--- src/logic/uaf_fifo_consts.svh ---
`ifndef UAF_FIFO_CONSTS_SVH
`define UAF_FIFO_CONSTS_SVH

// Register byte offsets
`define UAF_OFS_FIFO_CONTROL 8'h00
`define UAF_OFS_ENH_FEATURE 8'h04
`define UAF_OFS_TX_HOLDING 8'h08
`define UAF_OFS_RX_HOLDING 8'h0C
`define UAF_OFS_STATUS 8'h10

// Field positions and reset values
`define UAF_EFE_BIT 4
`define UAF_FIFO_CTRL_RESET 8'h00
`define UAF_ENH_RESET 8'h00

// FIFO depth and trigger levels
`define UAF_DEPTH 7'h40
`define UAF_RX_LVL0 7'h08
`define UAF_RX_LVL1 7'h10
`define UAF_RX_LVL2 7'h38
`define UAF_RX_LVL3 7'h3C
`define UAF_TX_LVL0 7'h08
`define UAF_TX_LVL1 7'h10
`define UAF_TX_LVL2 7'h20
`define UAF_TX_LVL3 7'h38

`endif

--- src/logic/uaf_pkg.sv ---
package uaf_pkg;

    typedef struct packed {
        logic [1:0] rx_trigger_level;
        logic [1:0] tx_trigger_level;
        logic dma_mode;
        logic tx_fifo_reset;
        logic rx_fifo_reset;
        logic fifo_enable;
    } uaf_fifo_control_t;

    typedef struct packed {
        logic [11:0] zero_hi;
        logic tx_trigger;
        logic rx_trigger;
        logic dma_mode;
        logic fifo_enable;
        logic zero_b15;
        logic [6:0] tx_count;
        logic zero_b7;
        logic [6:0] rx_count;
    } uaf_status_t;

    typedef enum logic [2:0] {
        UAF_REG_NONE,
        UAF_REG_FIFO_CTRL,
        UAF_REG_ENH,
        UAF_REG_TXH,
        UAF_REG_RXH,
        UAF_REG_STAT
    } uaf_reg_sel_t;

endpackage : uaf_pkg
--- src/logic/uaf_fifo_ctrl.sv ---
// Added by the designer: the AHB-Lite interface to the registers and the placing of the registers.
`timescale 1ns/1ps
`default_nettype none
`include "uaf_fifo_consts.svh"

module uaf_fifo_ctrl (
    // Clock, reset, enable
    input wire logic clk_sys,
    input wire logic rst,
    input wire logic ce,
    // AHB-Lite slave
    input wire logic hsel,
    input wire logic [31:0] haddr,
    input wire logic [1:0] htrans,
    input wire logic hwrite,
    input wire logic [2:0] hsize,
    input wire logic [31:0] hwdata,
    input wire logic hready,
    output logic hreadyout,
    output logic hresp,
    output logic [31:0] hrdata,
    // Receive shifter side
    input wire logic rx_char_valid,
    input wire logic [7:0] rx_char_data,
    // Transmit shifter side
    output logic tx_char_valid,
    output logic [7:0] tx_char_data,
    input wire logic tx_char_ready,
    // Trigger and DMA mode outputs
    output uaf_pkg::uaf_status_t status,
    output logic rx_trigger,
    output logic tx_trigger,
    output logic dma_mode
);
    import uaf_pkg::*;

    uaf_fifo_control_t fifo_control;
    logic enhanced_functions_enable;
    uaf_reg_sel_t dp_sel;
    logic dp_write;
    uaf_reg_sel_t next_sel;
    logic ap_valid;
    logic [7:0] rx_holding_fifo [64];
    logic [7:0] tx_holding_fifo [64];
    logic [5:0] rx_wptr;
    logic [5:0] rx_rptr;
    logic [6:0] rx_count;
    logic [5:0] tx_wptr;
    logic [5:0] tx_rptr;
    logic [6:0] tx_count;
    logic rx_pop;
    logic tx_push;
    logic tx_pop;
    logic buf_ready;
    logic wr_fifo_ctrl;
    logic [6:0] rx_level;
    logic [6:0] tx_level;
    logic [1:0] tx_field;

    assign hreadyout = 1'b1;
    assign hresp = 1'b0;
    assign ap_valid = hsel && htrans[1] && hready;

    // Address decode
    always_comb begin
        if (haddr[31:8] != 24'h000000 || hsize != 3'h2) begin
            next_sel = UAF_REG_NONE;
        end else if (haddr[7:0] == `UAF_OFS_FIFO_CONTROL) begin
            next_sel = UAF_REG_FIFO_CTRL;
        end else if (haddr[7:0] == `UAF_OFS_ENH_FEATURE) begin
            next_sel = UAF_REG_ENH;
        end else if (haddr[7:0] == `UAF_OFS_TX_HOLDING) begin
            next_sel = UAF_REG_TXH;
        end else if (haddr[7:0] == `UAF_OFS_RX_HOLDING) begin
            next_sel = UAF_REG_RXH;
        end else if (haddr[7:0] == `UAF_OFS_STATUS) begin
            next_sel = UAF_REG_STAT;
        end else begin
            next_sel = UAF_REG_NONE;
        end
    end

    // Data phase capture
    always_ff @(posedge clk_sys) begin
        if (rst) begin
            dp_sel <= UAF_REG_NONE;
            dp_write <= 1'b0;
        end else if (ce) begin
            dp_sel <= ap_valid ? next_sel : UAF_REG_NONE;
            dp_write <= ap_valid && hwrite;
        end
    end

    assign wr_fifo_ctrl = dp_write && dp_sel == UAF_REG_FIFO_CTRL;

    // Read data, registered at the address phase
    always_ff @(posedge clk_sys) begin
        if (rst) begin
            hrdata <= 32'h00000000;
        end else if (ce && ap_valid && !hwrite) begin
            if (next_sel == UAF_REG_RXH) begin
                hrdata <= {24'h000000, rx_holding_fifo[rx_rptr]};
            end else if (next_sel == UAF_REG_STAT) begin
                hrdata <= status;
            end else if (next_sel == UAF_REG_ENH) begin
                hrdata <= {27'h0000000, enhanced_functions_enable, 4'h0};
            end else begin
                hrdata <= 32'h00000000;
            end
        end
    end

    assign rx_pop = ce && ap_valid && !hwrite && next_sel == UAF_REG_RXH
        && rx_count != 7'h00;

    // Enhanced functions enable
    always_ff @(posedge clk_sys) begin
        if (rst) begin
            enhanced_functions_enable <= 1'(`UAF_ENH_RESET >> `UAF_EFE_BIT);
        end else if (ce && dp_write && dp_sel == UAF_REG_ENH) begin
            enhanced_functions_enable <= hwdata[`UAF_EFE_BIT];
        end
    end

    // FIFO control fields
    always_ff @(posedge clk_sys) begin
        if (rst) begin
            fifo_control <= `UAF_FIFO_CTRL_RESET;
        end else if (ce) begin
            if (wr_fifo_ctrl) begin
                fifo_control.rx_trigger_level <= hwdata[7:6];
                if (enhanced_functions_enable) begin
                    fifo_control.tx_trigger_level <= hwdata[5:4];
                end
                fifo_control.dma_mode <= hwdata[3];
                fifo_control.fifo_enable <= hwdata[0];
            end
            // Reset bits stand one cycle, then clear themselves
            fifo_control.tx_fifo_reset <= wr_fifo_ctrl && hwdata[2];
            fifo_control.rx_fifo_reset <= wr_fifo_ctrl && hwdata[1];
        end
    end

    // Receive FIFO; the shifter never sees a reset from here
    always_ff @(posedge clk_sys) begin
        if (rst) begin
            rx_wptr <= 6'h00;
            rx_rptr <= 6'h00;
            rx_count <= 7'h00;
        end else if (ce) begin
            if (fifo_control.rx_fifo_reset) begin
                rx_wptr <= 6'h00;
                rx_rptr <= 6'h00;
                rx_count <= 7'h00;
            end else if (!fifo_control.fifo_enable) begin
                rx_wptr <= 6'h00;
                rx_rptr <= 6'h00;
                if (rx_char_valid) begin
                    rx_count <= 7'h01;
                end else if (rx_pop) begin
                    rx_count <= 7'h00;
                end
            end else begin
                if (rx_char_valid && rx_count != `UAF_DEPTH) begin
                    rx_wptr <= rx_wptr + 6'h01;
                end
                if (rx_pop) begin
                    rx_rptr <= rx_rptr + 6'h01;
                end
                rx_count <= rx_count
                    + {6'h00, rx_char_valid && rx_count != `UAF_DEPTH}
                    - {6'h00, rx_pop};
            end
        end
    end

    // Receive storage
    always_ff @(posedge clk_sys) begin
        if (ce && rx_char_valid && !fifo_control.rx_fifo_reset) begin
            if (!fifo_control.fifo_enable) begin
                rx_holding_fifo[0] <= rx_char_data;
            end else if (rx_count != `UAF_DEPTH) begin
                rx_holding_fifo[rx_wptr] <= rx_char_data;
            end
        end
    end

    // Transmit FIFO
    assign tx_push = dp_write && dp_sel == UAF_REG_TXH
        && tx_count != `UAF_DEPTH;
    assign tx_pop = buf_ready && tx_count != 7'h00;

    always_ff @(posedge clk_sys) begin
        if (rst) begin
            tx_wptr <= 6'h00;
            tx_rptr <= 6'h00;
            tx_count <= 7'h00;
        end else if (ce) begin
            if (fifo_control.tx_fifo_reset) begin
                tx_wptr <= 6'h00;
                tx_rptr <= 6'h00;
                tx_count <= 7'h00;
            end else begin
                if (tx_push) begin
                    tx_wptr <= tx_wptr + 6'h01;
                end
                if (tx_pop) begin
                    tx_rptr <= tx_rptr + 6'h01;
                end
                tx_count <= tx_count + {6'h00, tx_push} - {6'h00, tx_pop};
            end
        end
    end

    always_ff @(posedge clk_sys) begin
        if (ce && tx_push && !fifo_control.tx_fifo_reset) begin
            tx_holding_fifo[tx_wptr] <= hwdata[7:0];
        end
    end

    // Two-entry buffer toward the transmit shifter
    uaf_out_buffer u_out_buffer (
        .clk_sys(clk_sys),
        .rst(rst),
        .ce(ce),
        .flush(fifo_control.tx_fifo_reset),
        .in_valid(tx_count != 7'h00 && !fifo_control.tx_fifo_reset),
        .in_data(tx_holding_fifo[tx_rptr]),
        .in_ready(buf_ready),
        .out_valid(tx_char_valid),
        .out_data(tx_char_data),
        .out_ready(tx_char_ready)
    );

    // Trigger levels
    assign tx_field = enhanced_functions_enable
        ? fifo_control.tx_trigger_level : 2'h0;
    always_comb begin
        case (fifo_control.rx_trigger_level)
            2'h0: rx_level = `UAF_RX_LVL0;
            2'h1: rx_level = `UAF_RX_LVL1;
            2'h2: rx_level = `UAF_RX_LVL2;
            default: rx_level = `UAF_RX_LVL3;
        endcase
        case (tx_field)
            2'h0: tx_level = `UAF_TX_LVL0;
            2'h1: tx_level = `UAF_TX_LVL1;
            2'h2: tx_level = `UAF_TX_LVL2;
            default: tx_level = `UAF_TX_LVL3;
        endcase
    end

    assign rx_trigger = fifo_control.fifo_enable && rx_count >= rx_level;
    assign tx_trigger = fifo_control.fifo_enable
        && (`UAF_DEPTH - tx_count) >= tx_level;
    assign dma_mode = fifo_control.dma_mode;

    always_comb begin
        status = '0;
        status.tx_trigger = tx_trigger;
        status.rx_trigger = rx_trigger;
        status.dma_mode = fifo_control.dma_mode;
        status.fifo_enable = fifo_control.fifo_enable;
        status.tx_count = tx_count;
        status.rx_count = rx_count;
    end
endmodule : uaf_fifo_ctrl

`default_nettype wire

--- src/logic/uaf_out_buffer.sv ---
`timescale 1ns/1ps
`default_nettype none

module uaf_out_buffer (
    // Clock, reset, enable and flush
    input wire logic clk_sys,
    input wire logic rst,
    input wire logic ce,
    input wire logic flush,
    // Filling side
    input wire logic in_valid,
    input wire logic [7:0] in_data,
    output logic in_ready,
    // Draining side
    output logic out_valid,
    output logic [7:0] out_data,
    input wire logic out_ready
);
    logic [7:0] entry [2];
    logic wr_idx;
    logic rd_idx;
    logic [1:0] count;
    logic push;
    logic pop;

    assign in_ready = (count != 2'h2);
    assign out_valid = (count != 2'h0);
    assign out_data = entry[rd_idx];
    assign push = in_valid && in_ready;
    assign pop = out_valid && out_ready;

    // Entry storage
    for (genvar i = 0; i < 2; i++) begin : g_entry
        always_ff @(posedge clk_sys) begin
            if (rst) begin
                entry[i] <= 8'h00;
            end else if (ce && push && !flush && wr_idx == 1'(i)) begin
                entry[i] <= in_data;
            end
        end
    end

    // Pointers and fill count
    always_ff @(posedge clk_sys) begin
        if (rst || (ce && flush)) begin
            wr_idx <= 1'b0;
            rd_idx <= 1'b0;
            count <= 2'h0;
        end else if (ce) begin
            if (push) begin
                wr_idx <= ~wr_idx;
            end
            if (pop) begin
                rd_idx <= ~rd_idx;
            end
            count <= count + {1'b0, push} - {1'b0, pop};
        end
    end
endmodule : uaf_out_buffer

`default_nettype wire

--- config.mk ---
export PLATFORM = sky130hd
export DESIGN_NAME = uaf_fifo_ctrl
export DESIGN_NICKNAME = d
export VERILOG_FILES = /design/src/logic/uaf_pkg.sv /design/src/logic/uaf_fifo_ctrl.sv /design/src/logic/uaf_out_buffer.sv
export VERILOG_INCLUDE_DIRS = /design/src /design/src/logic
export SDC_FILE = /design/constraint.sdc
export NUM_CORES = 1
export LEC_CHECK = 0
export BUFFER_PORTS_ARGS = -buffer_cell sky130_fd_sc_hd__buf_2
export CAP_MARGIN = 40
export CORE_ASPECT_RATIO = 1.5
export CORE_MARGIN = 1
export CORE_UTILIZATION = 55
export DETAILED_ROUTE_END_ITERATION = 7
export GPL_ROUTABILITY_DRIVEN = 0
export PLACE_DENSITY = 0.72
export SYNTH_ARGS = -nofsm -noshare
export SYNTH_HDL_FRONTEND = slang
export SYNTH_SLANG_ARGS = --single-unit
--- constraint.sdc ---
create_clock -name clk_sys -period 4.9 [get_ports clk_sys]
set_clock_uncertainty 0.2 [all_clocks]
set_input_delay 0.245 -clock clk_sys [delete_from_list [all_inputs] [get_ports clk_sys]]
set_output_delay 0.245 -clock clk_sys [all_outputs]
set_load 0.03 [all_outputs]
==> After elaboration in Yosys (flattened, before gate mapping) <==
Memory sizes are Yosys's and may differ from the RTL's. A register that Yosys moved wholly into a read port is not among the register bits.
Cells that the tools add are included.
W data, S select, Z words.
{ "totals": {"reg_bits": 87, "ram_bits": 1040, "in_bits": 85, "out_inout_bits": 78, "elab_cells": 170, "mem_count": 3} }
{ "memory_table": {"columns": ["name", "words", "word_bits", "rd", "rd_clocked_by_memory_dff", "write_ports", "line_no", "rtl"], "rows": [
  ["rx_holding_fifo", 64, 8, 1, 1, 1, "uaf_fifo_ctrl.sv:43", "logic [7:0] rx_holding_fifo [64];"],
  ["tx_holding_fifo", 64, 8, 1, 1, 1, "uaf_fifo_ctrl.sv:44", "logic [7:0] tx_holding_fifo [64];"],
  ["u_out_buffer.entry", 2, 8, 1, 1, 2, "uaf_out_buffer.sv:19", "logic [7:0] entry [2];"]
]} }
{ "op_classes": {"addsub": 11, "n_lt_le_gt_ge": 2, "eq_ne": 20, "muxes": 56, "bitwise_logic": 4, "reduce_logical": 55} }
{ "op_table": {"columns": ["op", "n"], "rows": [
  ["$mux W6", 15],
  ["$mux W20", 2],
  ["$pmux W6 S3", 2],
  ["$mux W7", 5],
  ["$logic_and A1 B1 Y1", 30],
  ["$add A6 B1 Y6 const B", 4],
  ["$mux W8", 3],
  ["$reduce_bool A24 Y1", 1],
  ["$mux W3", 7],
  ["$mux W1", 20],
  ["$eq A8 B4 Y1 const B", 2],
  ["$reduce_and A2 Y1", 8],
  ["$add A7 B1 Y7", 2],
  ["$ge A7 B7 Y1", 2],
  ["$ne A7 B7 Y1 const B", 2],
  ["$reduce_bool A7 Y1", 2],
  ["$sub A7 B1 Y7", 2],
  ["$eq A3 B2 Y1 const B", 3],
  ["$eq A8 B3 Y1 const B", 1],
  ["$eq A8 B5 Y1 const B", 1],
  ["$logic_not A8 Y1", 1],
  ["$reduce_or A8 Y1", 1],
  ["$sub A7 B7 Y7 const A", 1],
  ["$eq A3 B3 Y1 const B", 2],
  ["other kinds (18)", 29]
]} }

==> Longest topological paths before layout <==
{ "logic_depth": {"word_depth": 15, "depth_mapped": 15, "depth_no_buf": 15} }

==> Modules after synthesis <==
Synthesis repeated with hierarchy kept, for this count alone.
{ "hier_totals": {"hier_cells": 2477, "area_unflattened_um2": 45338.5} }
{ "modules_own_cells": {"columns": ["module", "instances", "cells_each", "area_per_inst_um2"], "rows": [
  ["uaf_fifo_ctrl", 1, 2390, 44326.3],
  ["uaf_out_buffer", 1, 87, 1012.2]
]} }

==> Worst setup path before layout <==
Ideal clock, no wire load.
{ "synth_timing": {"path_kind": "reg-to-reg", "start": "register rx_count[5]", "end": "register rx_count[6]", "arrival_ns": 3.697, "t_required_ns": 4.630, "path_slack_ns": 0.933, "path_stages_with_launch": 16, "n_path_buf": 0, "synth_period_minus_slack_ns": 3.967, "cell_sequence": "dfxtp_1 > inv_1 > ha_1 > nor4bb_1 > a211o_1 > nor4_4 > xor2_1 > ha_1 > inv_1 > fa_1 > nand2b_1 > a21oi_1 > o21ai_0 > a211oi_1 > mux2_2 > a21oi_1"} }
{ "synth_between": {"elab_chain_len": 6, "elab_cells_between_ends": 10} }
{ "synth_lines": {"columns": ["element", "line_no", "rtl"], "rows": [
  ["start, declared", "uaf_fifo_ctrl.sv:47", "logic [6:0] rx_count;"],
  ["start signal, assigned", "uaf_fifo_ctrl.sv:170", "rx_count <= rx_count"],
  ["$ne A7 B7 Y1 (no line)", null, null],
  ["$logic_and A1 B1 Y1 (no line)", null, null],
  ["$add A7 B1 Y7", "uaf_fifo_ctrl.sv:170", null],
  ["$sub A7 B1 Y7", "uaf_fifo_ctrl.sv:170", null],
  ["$mux W7", "uaf_fifo_ctrl.sv:155", "end else if (!fifo_control.fifo_enable) begin"],
  ["$mux W7", "uaf_fifo_ctrl.sv:151", "if (fifo_control.rx_fifo_reset) begin"]
]} }
Several ways; a longest one is shown, not always the timed one.
A chain may end at the register's enable or synchronous reset.

==> Worst setup path after layout <==
{ "layout_timing": {"start": "register rx_count[5]", "end": "memory rx_holding_fifo[50][5], enable pin"} }
{ "layout_between": {"elab_chain_len": 7, "elab_cells_between_ends": 8} }
{ "layout_lines": {"columns": ["element", "line_no", "rtl"], "rows": [
  ["$ne A7 B7 Y1 (no line) (*)", null, null],
  ["$mux W1 (*)", "uaf_fifo_ctrl.sv:182", "end else if (rx_count != `UAF_DEPTH) begin"],
  ["$mux W1 (*)", "uaf_fifo_ctrl.sv:180", "if (!fifo_control.fifo_enable) begin"],
  ["$mux W1 (*)", "uaf_fifo_ctrl.sv:179", "if (ce && rx_char_valid && !fifo_control.rx_fifo_reset) begin"],
  ["$mux W1 (implied by the code) (*)", "uaf_fifo_ctrl.sv:183", "rx_holding_fifo[rx_wptr] <= rx_char_data;"],
  ["$reduce_or A8 Y1 (no line)", null, null],
  ["$mux W6 (no line) / $mux W1 (equally long branches)", null, null],
  ["end, declared", "uaf_fifo_ctrl.sv:43", null]
]} }
Every way passes the cells marked *; elsewhere a longest branch is shown, timed or not.

==> out/results.ini <==
[outcome]
status = finished, final reports clean

[cells_and_area]
layout_common_cells = 1040 x edfxtp_1, 280 x mux4_2, 204 x nor2_1, 109 x buf_2, 101 x clkbuf_16
fillers = 5619
multiInputGateArea_um2 = 11400
layout.nets = 2676
register_area_um2 = 33000
final_common_cell = edfxtp_1
area_growth_syn_to_layout_pct = 11.8
drive_above_1_share_pct = 25.0

[yosys]
syn_area_per_cell_um2 = 19.0
synth_seq_area_share_pct = 72.9
synth_top_area_share_pct = 69.1
synthArstFlopShare_pct = 0
syn-cell-area_um2 = 45200
synth_seq_cells = 1127
yosys_warnings = 0
synth_edf_count = 1040
synth_flop_cell = edfxtp_1
synth_top_area_cell = edfxtp_1
synth_cells = 2379
synth_area_leaders = edfxtp_1 69%, mux4_2 14%, dfxtp_1 3.9%, nor2_1 1.7%, mux2i_1 1.6%
ys_types = 69

[job]
max-cap-violations = 0

[setup_path]
start_kind = flip-flop
cp.required_ns = 4.98
path_class = flip-flop to flip-flop
arrival_ns = 4.31
endpoint_kind = flip-flop
worst-path-max-fanout = 9

[sta]
final_hold_viol_count = 0
slew_viol_final = 0
holdWs_ns = 0.0373
tightest_slew_ns = 0.906
fmax_mhz = 236
period_share_pct = 86.4
final.min_clock_period_ns = 4.23
finalSetupViolations = 0
tns_ns = 0
rsz0062_at_grt = false
relSlewSlack_pct = 39.4

[global_route]
antenna_found_initial = 2
grt_max_degree = 71
gr-usage-all-layers_pct = 25.6
grt_overflow_total = 0
grt_pass1_wl_um = 155000
grt_pass1_vias = 23792

[die]
start_util_pct = 55.6
io-pin-count = 163
coreArea_um2 = 81400
die_w_um = 236
num_rows = 128
die_y_um = 353
dieArea_um2 = 83400

[clock_network]
clk_path_buf_depth = 3
cts_sinks = 1127
clkTransAtPathRegs_ns = 0.06
htreeDepth = 3
cts_tree = done
numCtsBuffers = 100
cts_root_buffer = clkbuf_16
cts-resized-gates = 0
clkLatencyLatePin_ns = 0.68

[power]
p_switching_mw = 5.18
sequentialPowerShare_pct = 50.3
powerDensity_nw_per_um2 = 427
p_int_mw = 16.4
clockPowerShare_pct = 36.1
ir_worst_vdd_mv = 0.316
leakagePower_nw = 15.8
switching_share_pct = 24.0
p_comb_share_pct = 13.6
p_total_mw = 21.6

[routing]
drt-total-wl_um = 105000
post_drt_wl_per_cell_um = 28.6
route.detailed.drc = 0
first_pass_iters = 5
vias_per_cell = 6.34
drt_iter0_markers = 2055
vias = 23340
antenna_left = 0

[hold_path]
hp-class = input port to flip-flop

[placed_design]
port_buffers = 108
dp_hpwl_um = 68100

-- what timing repair did --
action	CTS	global route
endpoints found under the hold margin	53	0
hold buffers	13	0
setup buffers	0	0
-- cell type report --
type,count,share of cell area (%)
diodes,2,0.00991
clock buffers,141,5.54
clock inverters,44,0.902
inverters,33,0.245
multi-input cells,1084,22.5
flip-flops and latches,1127,65.3
well taps,1040,2.58
repair buffers,211,2.88
-- layer usage --
layer,vias to the layer above,track usage [%],wire [um]
li1,9962,-,-
met1,12152,30.5,37700
met2,987,46.2,56900
met3,237,3.28,5930
met4,2,11.8,4900
met5,-,0,13
-- power groups by stage --
stage	sequential [mW]	clock (mW)	combinational, mW
2_1_floorplan	10.9	0	2.11
3_3_place_gp	11.0	0	2.87
3_5_place_dp	11.1	0	2.95
4_1_cts	10.8	7.87	2.98
5_1_grt	10.9	8.22	3.13
6_report	10.8	7.79	2.93
-- worst paths after layout --
check | end | cells after the start | start | slack (ns)
worst max-delay path | rx_holding_fifo[50][5] | 8 | rx_count[5] | 0.67
worst min register to register | hrdata[14] | 2 | hrdata[14] | 0.26
worst max register to register | rx_holding_fifo[50][5] | 8 | rx_count[5] | 0.67
worst min-delay path | tx_holding_fifo[1][2] | 2 | hwdata[2] | 0.04
-- flip-flops by register name, indices dropped and copies added, names as in the netlist, 7 cells and up, named ones only --
register / flops
hrdata: 19
rx_count: 7
tx_count: 7
u_out_buffer.entry: 16
tx_holding_fifo: 512
rx_holding_fifo: 512
-- cells by family (layout without fill, tap and decap cells) --
kind of cell / after synthesis / in the layout / share of synthesized area [%]
flops: 1127 / 1127 / 72.9
simple gates: 426 / 426 / 4.58
mux: 363 / 363 / 15.8
compound gates: 214 / 214 / 3.19
buf+inv: 195 / 429 / 2.12
fa+ha+maj: 34 / 34 / 0.974
xor+xnor: 18 / 18 / 0.349
other cells: 2 / 31 / 0.0166
-- synth_stat cells (7+ instances only) --
cell type  count
a21oi_1       58
a221oi_1      27
a22o_1         7
a22oi_1       27
buf_1         19
buf_2         29
buf_4         39
clkbuf_1      69
dfxtp_1       87
edfxtp_1    1040
ha_1          32
inv_1         31
mux2_2        11
mux2i_1       72
mux4_2       280
nand2_1       61
nand2b_1       7
nand3_1       40
nand3b_1      15
nand4_1        9
nand4b_1      10
nor2_1       205
nor2b_1       11
nor3_1        17
o21ai_0       25
o22ai_1       19
or3_1         13
xnor2_1       10
xor2_1         8
-- worst max-delay path: stages, from the launching register on --
cell and delay (ns):
dfxtp_1 0.53, inv_1 0.14, ha_1 0.22, nor4bb_1 0.19, a21boi_1 0.54, nand3_1 0.30
nor2_1 0.29, nand3b_1 0.59, nor2_1 0.83
-- per-stage QoR --
| step | cell area (um2) | setup slack (ns) | utilization [%] | cells |
|---|---|---|---|---|
| 2_1_floorplan | 45300 | 0.933 | - | 2406 |
| 3_3_place_gp | 47000 | 0.780 | 57.8 | 3471 |
| 3_5_place_dp | 47100 | 0.769 | 57.9 | 3479 |
| 4_1_cts | 50500 | 0.631 | 62.1 | 3677 |
| 5_1_grt | 50500 | 0.428 | 62.1 | 3680 |
| 6_report | 50500 | 0.667 | 62.1 | 3682 |
No activity file was read; power rests on OpenSTA's default activity.
